## src/otp_fuse_pkg.sv

```systemverilog
// What this block does
// - raw read-back enable high: reads show uncorrected latch values
// - correction off or no error: shadow equals raw fuse contents
// - correction on, single error: shadow takes the corrected value
// - ten bank control registers, one per fuse bank
// - bit 0 selects latch (0) or shadow (1) for the bank output
// - bit 1 enables bank programming; host sets it only at 8.25 V
// - bit 2 rising while bias on loads the digital latch
// - bit 3 enables analog fuse cell bias
// - correction is off after reset
// - correct at most one bit per bank; double errors only reported
// - single error sets bank single flag and correction interrupt
// - double error leaves data, sets bank double flag and interrupt
// - single flags banks 1-5 at 0x8a, 6-10 at 0x8b, reset 0
// - double flags banks 1-5 at 0x8c, 6-10 at 0x8d, reset 0
// - correction interrupt bit readable at functional address 0x0e
// - interrupts masked after reset; host unmasks after programming
// - latch-reload request refreshes every latch from its fuse cell
// - shadow-reload copies raw or corrected values into shadows
// - reload passes load fuses only while xor of redundant load bits is 1; the bit 2 strobe loads regardless
package otp_fuse_pkg;
	localparam int num_banks  = 10;
	localparam int half_banks = 5;
	localparam int data_w     = 20;
	localparam int check_w    = 6;

	// register pages
	localparam logic [1:0] page_func = 2'h0;
	localparam logic [1:0] page_ext1 = 2'h1;
	localparam logic [1:0] page_ext2 = 2'h2;

	// offsets
	localparam logic [7:0] off_int_status = 8'h0e;
	localparam logic [7:0] off_int_mask   = 8'h0f;
	localparam logic [7:0] off_raw_read   = 8'h80;
	localparam logic [7:0] off_se_lo      = 8'h8a;
	localparam logic [7:0] off_se_hi      = 8'h8b;
	localparam logic [7:0] off_de_lo      = 8'h8c;
	localparam logic [7:0] off_de_hi      = 8'h8d;
	localparam logic [7:0] off_ctl_base   = 8'hc0;

	// field positions
	localparam int raw_en_bit = 0;
	localparam int int_bit    = 0;
	localparam int ctl_w      = 4;

	// reset values
	localparam logic       raw_en_rst   = 1'b0;
	localparam logic [3:0] ctl_rst      = 4'h0;
	localparam logic       int_mask_rst = 1'b1;
	localparam logic [7:0] rdata_rst    = 8'h00;

	// check code of each data bit; check bit j alone codes as 1<<j
	localparam logic [5:0] ecc_code [0:19] = '{
		6'h07, 6'h0b, 6'h0d, 6'h0e, 6'h13, 6'h15, 6'h16, 6'h19, 6'h1a, 6'h1c,
		6'h23, 6'h25, 6'h26, 6'h29, 6'h2a, 6'h2c, 6'h31, 6'h32, 6'h34, 6'h38};

	typedef struct packed {
		logic bias_en;
		logic load_strobe;
		logic program_en;
		logic bypass_sel;
	} bank_ctl_t;

	typedef struct packed {
		logic [check_w-1:0] check;
		logic [data_w-1:0]  data;
	} fuse_word_t;

	typedef struct packed {
		logic [data_w-1:0] data;
		logic              single_err;
		logic              double_err;
	} ecc_result_t;
endpackage

```

## src/otp_bank_secded.sv

```systemverilog
`timescale 1ns/1ps
module otp_bank_secded (
	input  otp_fuse_pkg::fuse_word_t  raw_i,
	input  wire logic                 ecc_en_i,
	output otp_fuse_pkg::ecc_result_t result_o
);
	// ==========================================
	// check bits over the data word
	function automatic logic [5:0] calc_check(input logic [19:0] d);
		logic [5:0] c;
		c = 6'h00;
		for (int i = 0; i < otp_fuse_pkg::data_w; i++) begin
			if (d[i]) begin
				c = c ^ otp_fuse_pkg::ecc_code[i];
			end
		end
		return c;
	endfunction

	// ==========================================
	// syndrome decode
	always_comb begin
		logic [5:0]  syn;
		logic [19:0] fix;
		syn = calc_check(raw_i.data) ^ raw_i.check;
		fix = 20'h00000;
		for (int i = 0; i < otp_fuse_pkg::data_w; i++) begin
			if (syn == otp_fuse_pkg::ecc_code[i]) begin
				fix[i] = 1'b1;
			end
		end
		result_o.data       = raw_i.data;
		result_o.single_err = 1'b0;
		result_o.double_err = 1'b0;
		if (ecc_en_i && syn != 6'h00) begin
			if (fix != 20'h00000) begin
				result_o.data       = raw_i.data ^ fix;
				result_o.single_err = 1'b1;
			end else if ($onehot(syn)) begin
				result_o.single_err = 1'b1; // check bit itself wrong
			end else begin
				result_o.double_err = 1'b1;
			end
		end
	end
endmodule

```

## src/otp_bank_latch.sv

```systemverilog
`timescale 1ns/1ps
module otp_bank_latch (
	input  wire logic                mclk_i,
	input  wire logic                rst_b_i,
	input  otp_fuse_pkg::fuse_word_t cell_i,
	input  wire logic                capture_i,
	output otp_fuse_pkg::fuse_word_t word_o
);
	// ==========================================
	// digital copy of the analog cell state
	always_ff @(posedge mclk_i or negedge rst_b_i) begin
		if (!rst_b_i) begin
			word_o <= '0;
		end else if (capture_i) begin
			word_o <= cell_i;
		end
	end
endmodule

```

## src/otp_fuse_bank_ecc_control.sv

```systemverilog
`timescale 1ns/1ps
module otp_fuse_bank_ecc_control (
	input  wire logic                                       mclk_i,
	input  wire logic                                       rst_b_i,
	// register port
	input  wire logic [1:0]                                 reg_page_i,
	input  wire logic [7:0]                                 reg_addr_i,
	input  wire logic                                       reg_wr_i,
	input  wire logic                                       reg_rd_i,
	input  wire logic [7:0]                                 reg_wdata_i,
	output logic [7:0]                                      reg_rdata_o,
	output logic                                            reg_rvalid_o,
	// fuse array side
	input  otp_fuse_pkg::fuse_word_t [otp_fuse_pkg::num_banks-1:0] fuse_cell_i,
	output logic [otp_fuse_pkg::num_banks-1:0]              bank_bias_en_o,
	output logic [otp_fuse_pkg::num_banks-1:0]              bank_program_en_o,
	output logic [otp_fuse_pkg::num_banks-1:0]              bank_load_strobe_o,
	// correction enables and load permit
	input  wire logic [otp_fuse_pkg::num_banks-1:0]         ecc_enable_i,
	input  wire logic [2:0]                                 redundant_load_bits_i,
	// reload request
	input  wire logic                                       reload_start_i,
	input  wire logic                                       reload_fuse_latch_i,
	input  wire logic                                       reload_shadow_i,
	output logic                                            reload_done_o,
	// configuration read-back
	input  wire logic [3:0]                                 cfg_rd_bank_i,
	output logic [otp_fuse_pkg::data_w-1:0]                 cfg_rd_data_o,
	output logic [otp_fuse_pkg::num_banks-1:0][otp_fuse_pkg::data_w-1:0] config_o,
	// correction interrupt
	output logic                                            ecc_int_o,
	output logic                                            irq_o
);
	// ==========================================
	// declarations
	typedef enum logic [1:0] {
		st_idle,
		st_latch,
		st_shadow
	} load_state_t;

	load_state_t                                          state_q;
	logic                                                 por_pend_q;
	logic                                                 latch_req_q;
	logic                                                 shadow_req_q;
	logic                                                 done_q;
	logic                                                 raw_en_q;
	logic                                                 int_q;
	logic                                                 int_mask_q;
	logic [otp_fuse_pkg::num_banks-1:0]                   se_q;
	logic [otp_fuse_pkg::num_banks-1:0]                   de_q;
	otp_fuse_pkg::bank_ctl_t [otp_fuse_pkg::num_banks-1:0] ctl_q;
	logic [otp_fuse_pkg::num_banks-1:0]                   strobe_prev_q;
	logic [otp_fuse_pkg::num_banks-1:0][otp_fuse_pkg::data_w-1:0] shadow_q;
	logic [otp_fuse_pkg::num_banks-1:0][otp_fuse_pkg::data_w-1:0] config_q;
	logic [otp_fuse_pkg::data_w-1:0]                      cfg_rd_q;
	logic [7:0]                                           rdata_q;
	logic                                                 rvalid_q;
	logic [otp_fuse_pkg::num_banks-1:0]                   ecc_en_q;
	otp_fuse_pkg::fuse_word_t  [otp_fuse_pkg::num_banks-1:0] latch_word;
	otp_fuse_pkg::ecc_result_t [otp_fuse_pkg::num_banks-1:0] ecc_res;
	logic [otp_fuse_pkg::num_banks-1:0]                   capture;
	logic [otp_fuse_pkg::num_banks-1:0]                   se_new;
	logic [otp_fuse_pkg::num_banks-1:0]                   de_new;
	logic                                                 load_permit;
	logic                                                 shadow_load;
	logic                                                 int_clear;

	// ==========================================
	// address decode helpers
	// shared by the write and read paths so both see one map
	function automatic logic reg_hit(
		input logic [1:0] page,
		input logic [7:0] addr,
		input logic [1:0] want_page,
		input logic [7:0] want_addr
	);
		return (page == want_page) && (addr == want_addr);
	endfunction

	// bank index of a control register, num_banks when none
	function automatic logic [3:0] ctl_index(
		input logic [1:0] page,
		input logic [7:0] addr
	);
		logic [7:0] rel;
		rel = addr - otp_fuse_pkg::off_ctl_base;
		if (page == otp_fuse_pkg::page_ext2 &&
		    addr >= otp_fuse_pkg::off_ctl_base &&
		    rel < 8'(otp_fuse_pkg::num_banks)) begin
			return rel[3:0];
		end
		return 4'(otp_fuse_pkg::num_banks);
	endfunction

	// ==========================================
	// fuse load permit
	// xor of redundant bits
	assign load_permit = ^redundant_load_bits_i;

	// ==========================================
	// load sequencer
	// one pass: latch refresh, then shadow copy and flag update
	always_ff @(posedge mclk_i or negedge rst_b_i) begin
		if (!rst_b_i) begin
			state_q <= st_idle;
		end else begin
			unique case (state_q)
				st_idle: begin
					if (reload_start_i || por_pend_q) begin
						state_q <= st_latch;
					end
				end
				st_latch: begin
					state_q <= st_shadow;
				end
				st_shadow: begin
					state_q <= st_idle;
				end
			endcase
		end
	end

	// power-on load runs once after reset release
	always_ff @(posedge mclk_i or negedge rst_b_i) begin
		if (!rst_b_i) begin
			por_pend_q <= 1'b1;
		end else if (state_q == st_idle) begin
			por_pend_q <= 1'b0;
		end
	end

	// request bits and correction enables held for the whole pass
	// correction off out of reset
	always_ff @(posedge mclk_i or negedge rst_b_i) begin
		if (!rst_b_i) begin
			latch_req_q  <= 1'b0;
			shadow_req_q <= 1'b0;
			ecc_en_q     <= '0;
		end else if (state_q == st_idle) begin
			latch_req_q  <= por_pend_q | reload_fuse_latch_i;
			shadow_req_q <= por_pend_q | reload_shadow_i;
			ecc_en_q     <= ecc_enable_i;
		end
	end

	// done pulse one cycle after the shadow step
	always_ff @(posedge mclk_i or negedge rst_b_i) begin
		if (!rst_b_i) begin
			done_q <= 1'b0;
		end else begin
			done_q <= (state_q == st_shadow);
		end
	end
	assign reload_done_o = done_q;
	// shadow and flags update only when the permit holds
	assign shadow_load = (state_q == st_shadow) && shadow_req_q && load_permit;

	// ==========================================
	// per-bank latch and correction
	generate
		for (genvar b = 0; b < otp_fuse_pkg::num_banks; b++) begin : g_bank
			assign capture[b] = (ctl_q[b].load_strobe && !strobe_prev_q[b] &&
			                     ctl_q[b].bias_en) ||
			                    ((state_q == st_latch) && latch_req_q && load_permit);

			otp_bank_latch u_latch (
				.mclk_i    (mclk_i),
				.rst_b_i   (rst_b_i),
				.cell_i    (fuse_cell_i[b]),
				.capture_i (capture[b]),
				.word_o    (latch_word[b])
			);

			otp_bank_secded u_secded (
				.raw_i     (latch_word[b]),
				.ecc_en_i  (ecc_en_q[b]),
				.result_o  (ecc_res[b])
			);

			assign se_new[b] = ecc_res[b].single_err;
			assign de_new[b] = ecc_res[b].double_err;
		end
	endgenerate

	// strobe history for edge detection
	always_ff @(posedge mclk_i or negedge rst_b_i) begin
		if (!rst_b_i) begin
			strobe_prev_q <= '0;
		end else begin
			for (int b = 0; b < otp_fuse_pkg::num_banks; b++) begin
				strobe_prev_q[b] <= ctl_q[b].load_strobe;
			end
		end
	end

	// ==========================================
	// configuration shadows
	// raw or corrected copy
	always_ff @(posedge mclk_i or negedge rst_b_i) begin
		if (!rst_b_i) begin
			shadow_q <= '0;
		end else if (shadow_load) begin
			for (int b = 0; b < otp_fuse_pkg::num_banks; b++) begin
				shadow_q[b] <= ecc_res[b].data;
			end
		end
	end

	always_ff @(posedge mclk_i or negedge rst_b_i) begin
		if (!rst_b_i) begin
			config_q <= '0;
		end else begin
			for (int b = 0; b < otp_fuse_pkg::num_banks; b++) begin
				config_q[b] <= ctl_q[b].bypass_sel ? shadow_q[b] : latch_word[b].data;
			end
		end
	end
	assign config_o = config_q;

	always_ff @(posedge mclk_i or negedge rst_b_i) begin
		if (!rst_b_i) begin
			cfg_rd_q <= '0;
		end else if (cfg_rd_bank_i < 4'(otp_fuse_pkg::num_banks)) begin
			cfg_rd_q <= raw_en_q ? latch_word[cfg_rd_bank_i].data
			                     : shadow_q[cfg_rd_bank_i];
		end else begin
			cfg_rd_q <= '0;
		end
	end
	assign cfg_rd_data_o = cfg_rd_q;

	// ==========================================
	// error flags
	// clear and refill each load
	always_ff @(posedge mclk_i or negedge rst_b_i) begin
		if (!rst_b_i) begin
			se_q <= '0;
			de_q <= '0;
		end else if (shadow_load) begin
			se_q <= se_new;
			de_q <= de_new;
		end
	end

	// ==========================================
	// correction interrupt
	assign int_clear = reg_wr_i && reg_wdata_i[otp_fuse_pkg::int_bit] &&
	                   reg_hit(reg_page_i, reg_addr_i, otp_fuse_pkg::page_func,
	                           otp_fuse_pkg::off_int_status);

	// set on any error; set beats a same-cycle clear
	always_ff @(posedge mclk_i or negedge rst_b_i) begin
		if (!rst_b_i) begin
			int_q <= 1'b0;
		end else if (shadow_load && ((se_new | de_new) != '0)) begin
			int_q <= 1'b1;
		end else if (int_clear) begin
			int_q <= 1'b0;
		end
	end

	always_ff @(posedge mclk_i or negedge rst_b_i) begin
		if (!rst_b_i) begin
			int_mask_q <= otp_fuse_pkg::int_mask_rst;
		end else if (reg_wr_i && reg_hit(reg_page_i, reg_addr_i,
		             otp_fuse_pkg::page_func, otp_fuse_pkg::off_int_mask)) begin
			int_mask_q <= reg_wdata_i[otp_fuse_pkg::int_bit];
		end
	end
	assign ecc_int_o = int_q;
	assign irq_o     = int_q & ~int_mask_q;

	// ==========================================
	// writable registers
	// raw read-back enable
	always_ff @(posedge mclk_i or negedge rst_b_i) begin
		if (!rst_b_i) begin
			raw_en_q <= otp_fuse_pkg::raw_en_rst;
		end else if (reg_wr_i && reg_hit(reg_page_i, reg_addr_i,
		             otp_fuse_pkg::page_ext1, otp_fuse_pkg::off_raw_read)) begin
			raw_en_q <= reg_wdata_i[otp_fuse_pkg::raw_en_bit];
		end
	end

	// upper four bits dropped on write
	always_ff @(posedge mclk_i or negedge rst_b_i) begin
		if (!rst_b_i) begin
			for (int b = 0; b < otp_fuse_pkg::num_banks; b++) begin
				ctl_q[b] <= otp_fuse_pkg::ctl_rst;
			end
		end else if (reg_wr_i &&
		             ctl_index(reg_page_i, reg_addr_i) < 4'(otp_fuse_pkg::num_banks)) begin
			ctl_q[ctl_index(reg_page_i, reg_addr_i)] <= reg_wdata_i[otp_fuse_pkg::ctl_w-1:0];
		end
	end

	// program enable, bias, to the analog cells
	always_comb begin
		for (int b = 0; b < otp_fuse_pkg::num_banks; b++) begin
			bank_bias_en_o[b]     = ctl_q[b].bias_en;
			bank_program_en_o[b]  = ctl_q[b].program_en;
			bank_load_strobe_o[b] = ctl_q[b].load_strobe;
		end
	end

	// ==========================================
	// read path
	// registered one cycle later; unmapped reads give zero
	always_ff @(posedge mclk_i or negedge rst_b_i) begin
		if (!rst_b_i) begin
			rdata_q <= otp_fuse_pkg::rdata_rst;
		end else if (reg_rd_i) begin
			rdata_q <= otp_fuse_pkg::rdata_rst;
			// interrupt bit on the functional page
			if (reg_hit(reg_page_i, reg_addr_i, otp_fuse_pkg::page_func,
			            otp_fuse_pkg::off_int_status)) begin
				rdata_q <= {7'h00, int_q};
			end
			if (reg_hit(reg_page_i, reg_addr_i, otp_fuse_pkg::page_func,
			            otp_fuse_pkg::off_int_mask)) begin
				rdata_q <= {7'h00, int_mask_q};
			end
			if (reg_hit(reg_page_i, reg_addr_i, otp_fuse_pkg::page_ext1,
			            otp_fuse_pkg::off_raw_read)) begin
				rdata_q <= {7'h00, raw_en_q};
			end
			if (reg_hit(reg_page_i, reg_addr_i, otp_fuse_pkg::page_ext1,
			            otp_fuse_pkg::off_se_lo)) begin
				rdata_q <= {3'h0, se_q[otp_fuse_pkg::half_banks-1:0]};
			end
			if (reg_hit(reg_page_i, reg_addr_i, otp_fuse_pkg::page_ext1,
			            otp_fuse_pkg::off_se_hi)) begin
				rdata_q <= {3'h0, se_q[otp_fuse_pkg::num_banks-1:otp_fuse_pkg::half_banks]};
			end
			if (reg_hit(reg_page_i, reg_addr_i, otp_fuse_pkg::page_ext1,
			            otp_fuse_pkg::off_de_lo)) begin
				rdata_q <= {3'h0, de_q[otp_fuse_pkg::half_banks-1:0]};
			end
			if (reg_hit(reg_page_i, reg_addr_i, otp_fuse_pkg::page_ext1,
			            otp_fuse_pkg::off_de_hi)) begin
				rdata_q <= {3'h0, de_q[otp_fuse_pkg::num_banks-1:otp_fuse_pkg::half_banks]};
			end
			if (ctl_index(reg_page_i, reg_addr_i) < 4'(otp_fuse_pkg::num_banks)) begin
				rdata_q <= {4'h0, ctl_q[ctl_index(reg_page_i, reg_addr_i)]};
			end
		end
	end

	// read strobe echoed as a one-cycle valid
	always_ff @(posedge mclk_i or negedge rst_b_i) begin
		if (!rst_b_i) begin
			rvalid_q <= 1'b0;
		end else begin
			rvalid_q <= reg_rd_i;
		end
	end
	assign reg_rdata_o  = rdata_q;
	assign reg_rvalid_o = rvalid_q;
endmodule

```

## config.mk

```make
export PLATFORM = sky130hd
export DESIGN_NAME = otp_fuse_bank_ecc_control
export DESIGN_NICKNAME = d
export VERILOG_FILES = /design/src/otp_fuse_pkg.sv /design/src/otp_bank_secded.sv /design/src/otp_bank_latch.sv /design/src/otp_fuse_bank_ecc_control.sv
export SDC_FILE = /design/constraint.sdc
export NUM_CORES = 2
export LEC_CHECK = 0
export BUFFER_PORTS_ARGS = -buffer_cell sky130_fd_sc_hd__buf_2
export CORE_ASPECT_RATIO = 0.9
export CORE_UTILIZATION = 40
export CTS_CLUSTER_DIAMETER = 50
export CTS_CLUSTER_SIZE = 12
export DETAILED_ROUTE_END_ITERATION = 10
export PLACE_DENSITY_LB_ADDON = 0.1
export SKIP_LAST_GASP = 1
export SLEW_MARGIN = 0
export SYNTH_ARGS = -nofsm -noshare
export SYNTH_HDL_FRONTEND = slang
export SYNTH_SLANG_ARGS = --single-unit
```

## constraint.sdc

```tcl
create_clock -name mclk_i -period 7.1 [get_ports mclk_i]
set_input_delay 0.71 -clock mclk_i [delete_from_list [all_inputs] [get_ports mclk_i]]
set_output_delay 0.71 -clock mclk_i [all_outputs]
set_load 0.005 [all_outputs]
```

==> results summary <==
The area growth from synthesis to final layout is 16.0%. The HPWL after detailed placement came out at 124000 um. The initial utilization of the core area, before any placement, comes to 0.405. The startpoint of the most critical register-to-register path is g_bank[7].u_latch.word_o[11]. For this run, the post-layout net count is 4798.

The clock-pin slew on the worst setup and hold paths is 0.06 ns. Across all layers, the routed design uses 32.1k vias. The max-capacitance violation count came out at 0. The sequential cell area is 19400 sq um. The share of the yosys chip area belonging to registers came out at 0.437. In this run, synthesis produced a sequential element count of 775.

The number of setup violations in the final report is 0. The highest achievable clock rate is 0.226 GHz. The clock drives 775 sinks. For this run, the detailed router's first-pass iteration total came to 6.

The number of rows created at floorplan came out at 115. Measured along the y axis, the die boundary spans 318 um. The instance count of the mapped netlist is 4075. The die area came out at 112000 sq um. The final RePlAce weighted congestion came out at 0.910.

The total grt overflow is 0. The warning count from the yosys run is 0. The total of buffers placed on input and output ports is 556. The worst setup path is captured at a flip-flop.

Setup repair after global routing left no endpoint under its margin. In the layout the commonest cells are 773 x dfrtp_1, 553 x buf_2, 531 x mux2_2, 438 x xnor2_1, 334 x nand2_1. The data arrival time of the worst path came out at 5.08 ns. The cell chosen for the clock root is clkbuf_16. Of all nets on the critical path, the largest fanout is 6. The number of buffers added for setup after CTS came out at 0. The routed wire length came out at 161000 um.

The post-synthesis async set-or-reset flop share is 1.00. The kind of critical path is reg2reg. The area of the mapped netlist is 44400 sq um.

The via count of the first global-routing pass is 31.7k. The run finished with clean final reports. The pin count of the biggest net entering global routing is 259.

The finished cells cover 51500 sq um. The fraction of layout instances using a drive strength above 1 is 0.324. Leaving out fill and tap cells, the most frequent cell in the layout is dfrtp_1. The post-synthesis area per instance came out at 10.9 sq um. Summing all multi-input logic gate instances after layout gives 22800 sq um. The initial antenna violation count came out at 11. After detailed routing, the number of remaining DRC violations is 0.

The number of antenna-violating nets in the routed design came out at 0. The count of pins on the block boundary is 564. The number of hold-slack violations in the final timing report is 0. The kind of launch point of the worst setup path is a flip-flop. The max-slew headroom at the worst pin is 0.174. The longest clock path from root to sink contains 3 buffers. The wire length per cell came out at 27.3 um. Data on the critical path is required at its endpoint by 7.76 ns.

The final critical path time including I/O delays and setup is 4.42 ns. In the global route stage, overall resource usage came out at 0.283. The post-cts gate resize count came out at 0. The measured slew at the worst slew-check pin came out at 1.24 ns. The clock latency on the worst-skew pair is 0.74 ns.

The final cycle utilization of the critical path came out at 0.622. The first-iteration detailed-routing DRC count is 2734. The H-tree generated during clock tree synthesis spans 3 levels. Using the TritonRoute via totals, the vias-per-cell ratio works out to 5.42.

The type of the worst min-delay path is in2async. For this run, the leading register cell type out of synthesis is dfrtp_1. The die boundary width came out at 353 um. The most critical setup path has its startpoint at g_bank[7].u_latch.word_o[11]. TritonCTS built the clock tree. The number of distinct standard cells referenced by the synthesized netlist came out at 77. The wire length of the first global-routing pass is 230000 um. Adding up every negative setup slack in the final design gives 0 ns. The post-place instance area is 47700 sq um. The clock buffer count from CTS is 111. In this run, synthesis inferred 0 flip-flops with an integrated enable.

The placeable core region came out at 110000 sq um. The final worst clock skew came out at 0.0233 ns. Counting the fill cells in the layout gives 10.4k. The hold-fix buffer count after cts came out at 0. The count of pins over their slew limit is 0.
-- state kept, by name (all words and copies together) (netlist names) --
name                   count
ctl_q                     10
bank_program_en_o         10
g_bank.u_latch.word_o    260
ecc_en_q                  10
bank_bias_en_o            10
strobe_prev_q             10
se_q                      10
de_q                      10
state_q                    2
latch_req_q                1
shadow_req_q               1
bank_load_strobe_o        10
reg_rvalid_o               1
raw_en_q                   1
por_pend_q                 1
cfg_rd_data_o             20
int_mask_q                 1
reg_rdata_o                5
config_o                 200
shadow_q                 200
ecc_int_o                  1
reload_done_o              1
-- final timing paths --
kind                                          endpoint  slack, ns  cells past startpoint
max in group asynchronous  g_bank[9].u_latch.word_o[5]       5.48                      3
min reg2reg                           strobe_prev_q[3]       0.47                      0
max reg2reg                                    de_q[7]       2.68                     14
min                                       config_o[24]       0.05                      1
max                                            de_q[7]       2.68                     14
min in group mclk_i                        ecc_en_q[6]       0.20                      3
-- through the flow --
| stage | instances | setup slack [ns] | utilization | hold slack, ns |
|---|---|---|---|---|
| after floorplan | 4077 | 3.42 | - | 0.402 |
| after detailed placement | 5701 | 2.73 | 0.435 | 0.453 |
| after global routing | 5904 | 2.50 | 0.469 | 0.0579 |
| after CTS | 5904 | 2.70 | 0.469 | 0.0329 |
| final | 5909 | 2.68 | 0.470 | 0.0450 |
| after global placement | 5701 | 2.75 | 0.435 | 0.449 |
-- logic make-up after synthesis --
kind of cell,count (synthesis),share of synthesized area
XOR/XNOR,684,0.139
flip-flops,775,0.437
buffers and inverters,565,0.0521
AO/OA/AOI/OAI,510,0.0691
other,1,0.0000845
multiplexers,667,0.183
adder cells (fa/ha/maj),144,0.0440
AND/OR/NAND/NOR,729,0.0754
-- critical path, cell delays in order (launching register included) --
cell	delay, ns
dfrtp_1	0.62
xnor3_2	0.55
xnor3_2	0.46
xnor2_4	0.25
nor2_1	0.08
a22oi_2	0.37
inv_1	0.11
fa_1	0.44
ha_1	0.20
xor2_1	0.15
nor3b_1	0.06
a211o_1	0.27
a221o_1	0.28
nor4_2	0.29
a32o_1	0.22
-- area by class of cell --
type | instances | share of cell area
well taps | 1462 | 0.0355
clock inverters | 75 | 0.0169
clock buffers | 128 | 0.0570
multi-input cells | 2737 | 0.442
flip-flops and latches | 775 | 0.377
repair buffers | 597 | 0.0618
diodes | 5 | 0.000243
inverters | 130 | 0.00948
-- synth_stat cells, types with 6 or more instances --
cell / instances / area, sq um
and2_1: 12 / 75.1
nor3b_1: 9 / 67.6
fa_1: 20 / 400
o21ai_1: 24 / 120
a31oi_1: 16 / 100
nor2b_1: 10 / 62.6
inv_1: 128 / 480
nand3_1: 71 / 355
o21ai_0: 241 / 1210
a31o_2: 20 / 175
a21oi_1: 69 / 345
xnor3_1: 6 / 135
dfrtp_1: 773 / 19300
xnor2_1: 438 / 3840
o22ai_1: 14 / 87.6
a22o_1: 9 / 78.8
nor2_1: 131 / 492
a211oi_1: 24 / 180
buf_4: 40 / 300
clkbuf_1: 302 / 1130
nor3_1: 16 / 80.1
ha_1: 124 / 1550
a22oi_1: 34 / 255
nor4_1: 7 / 43.8
and3_1: 8 / 50.1
mux4_2: 63 / 1420
mux2i_1: 72 / 721
mux2_2: 531 / 5980
nand4_1: 107 / 669
xor2_1: 232 / 2030
buf_2: 30 / 150
nand2_1: 334 / 1250
a221oi_1: 22 / 193
buf_1: 61 / 229
-- layer usage --
layer  track usage  up-vias  wire, um
met5             0        -        44
met2         0.414     1141     69600
met1         0.416    16300     74800
li1              -    14400         -
met4        0.0872        8      5170
met3        0.0610      195     11700
Power is left out: the tool's default activity adds up to more than one toggle a clock period on the data nets, which glitch-free logic cannot reach.
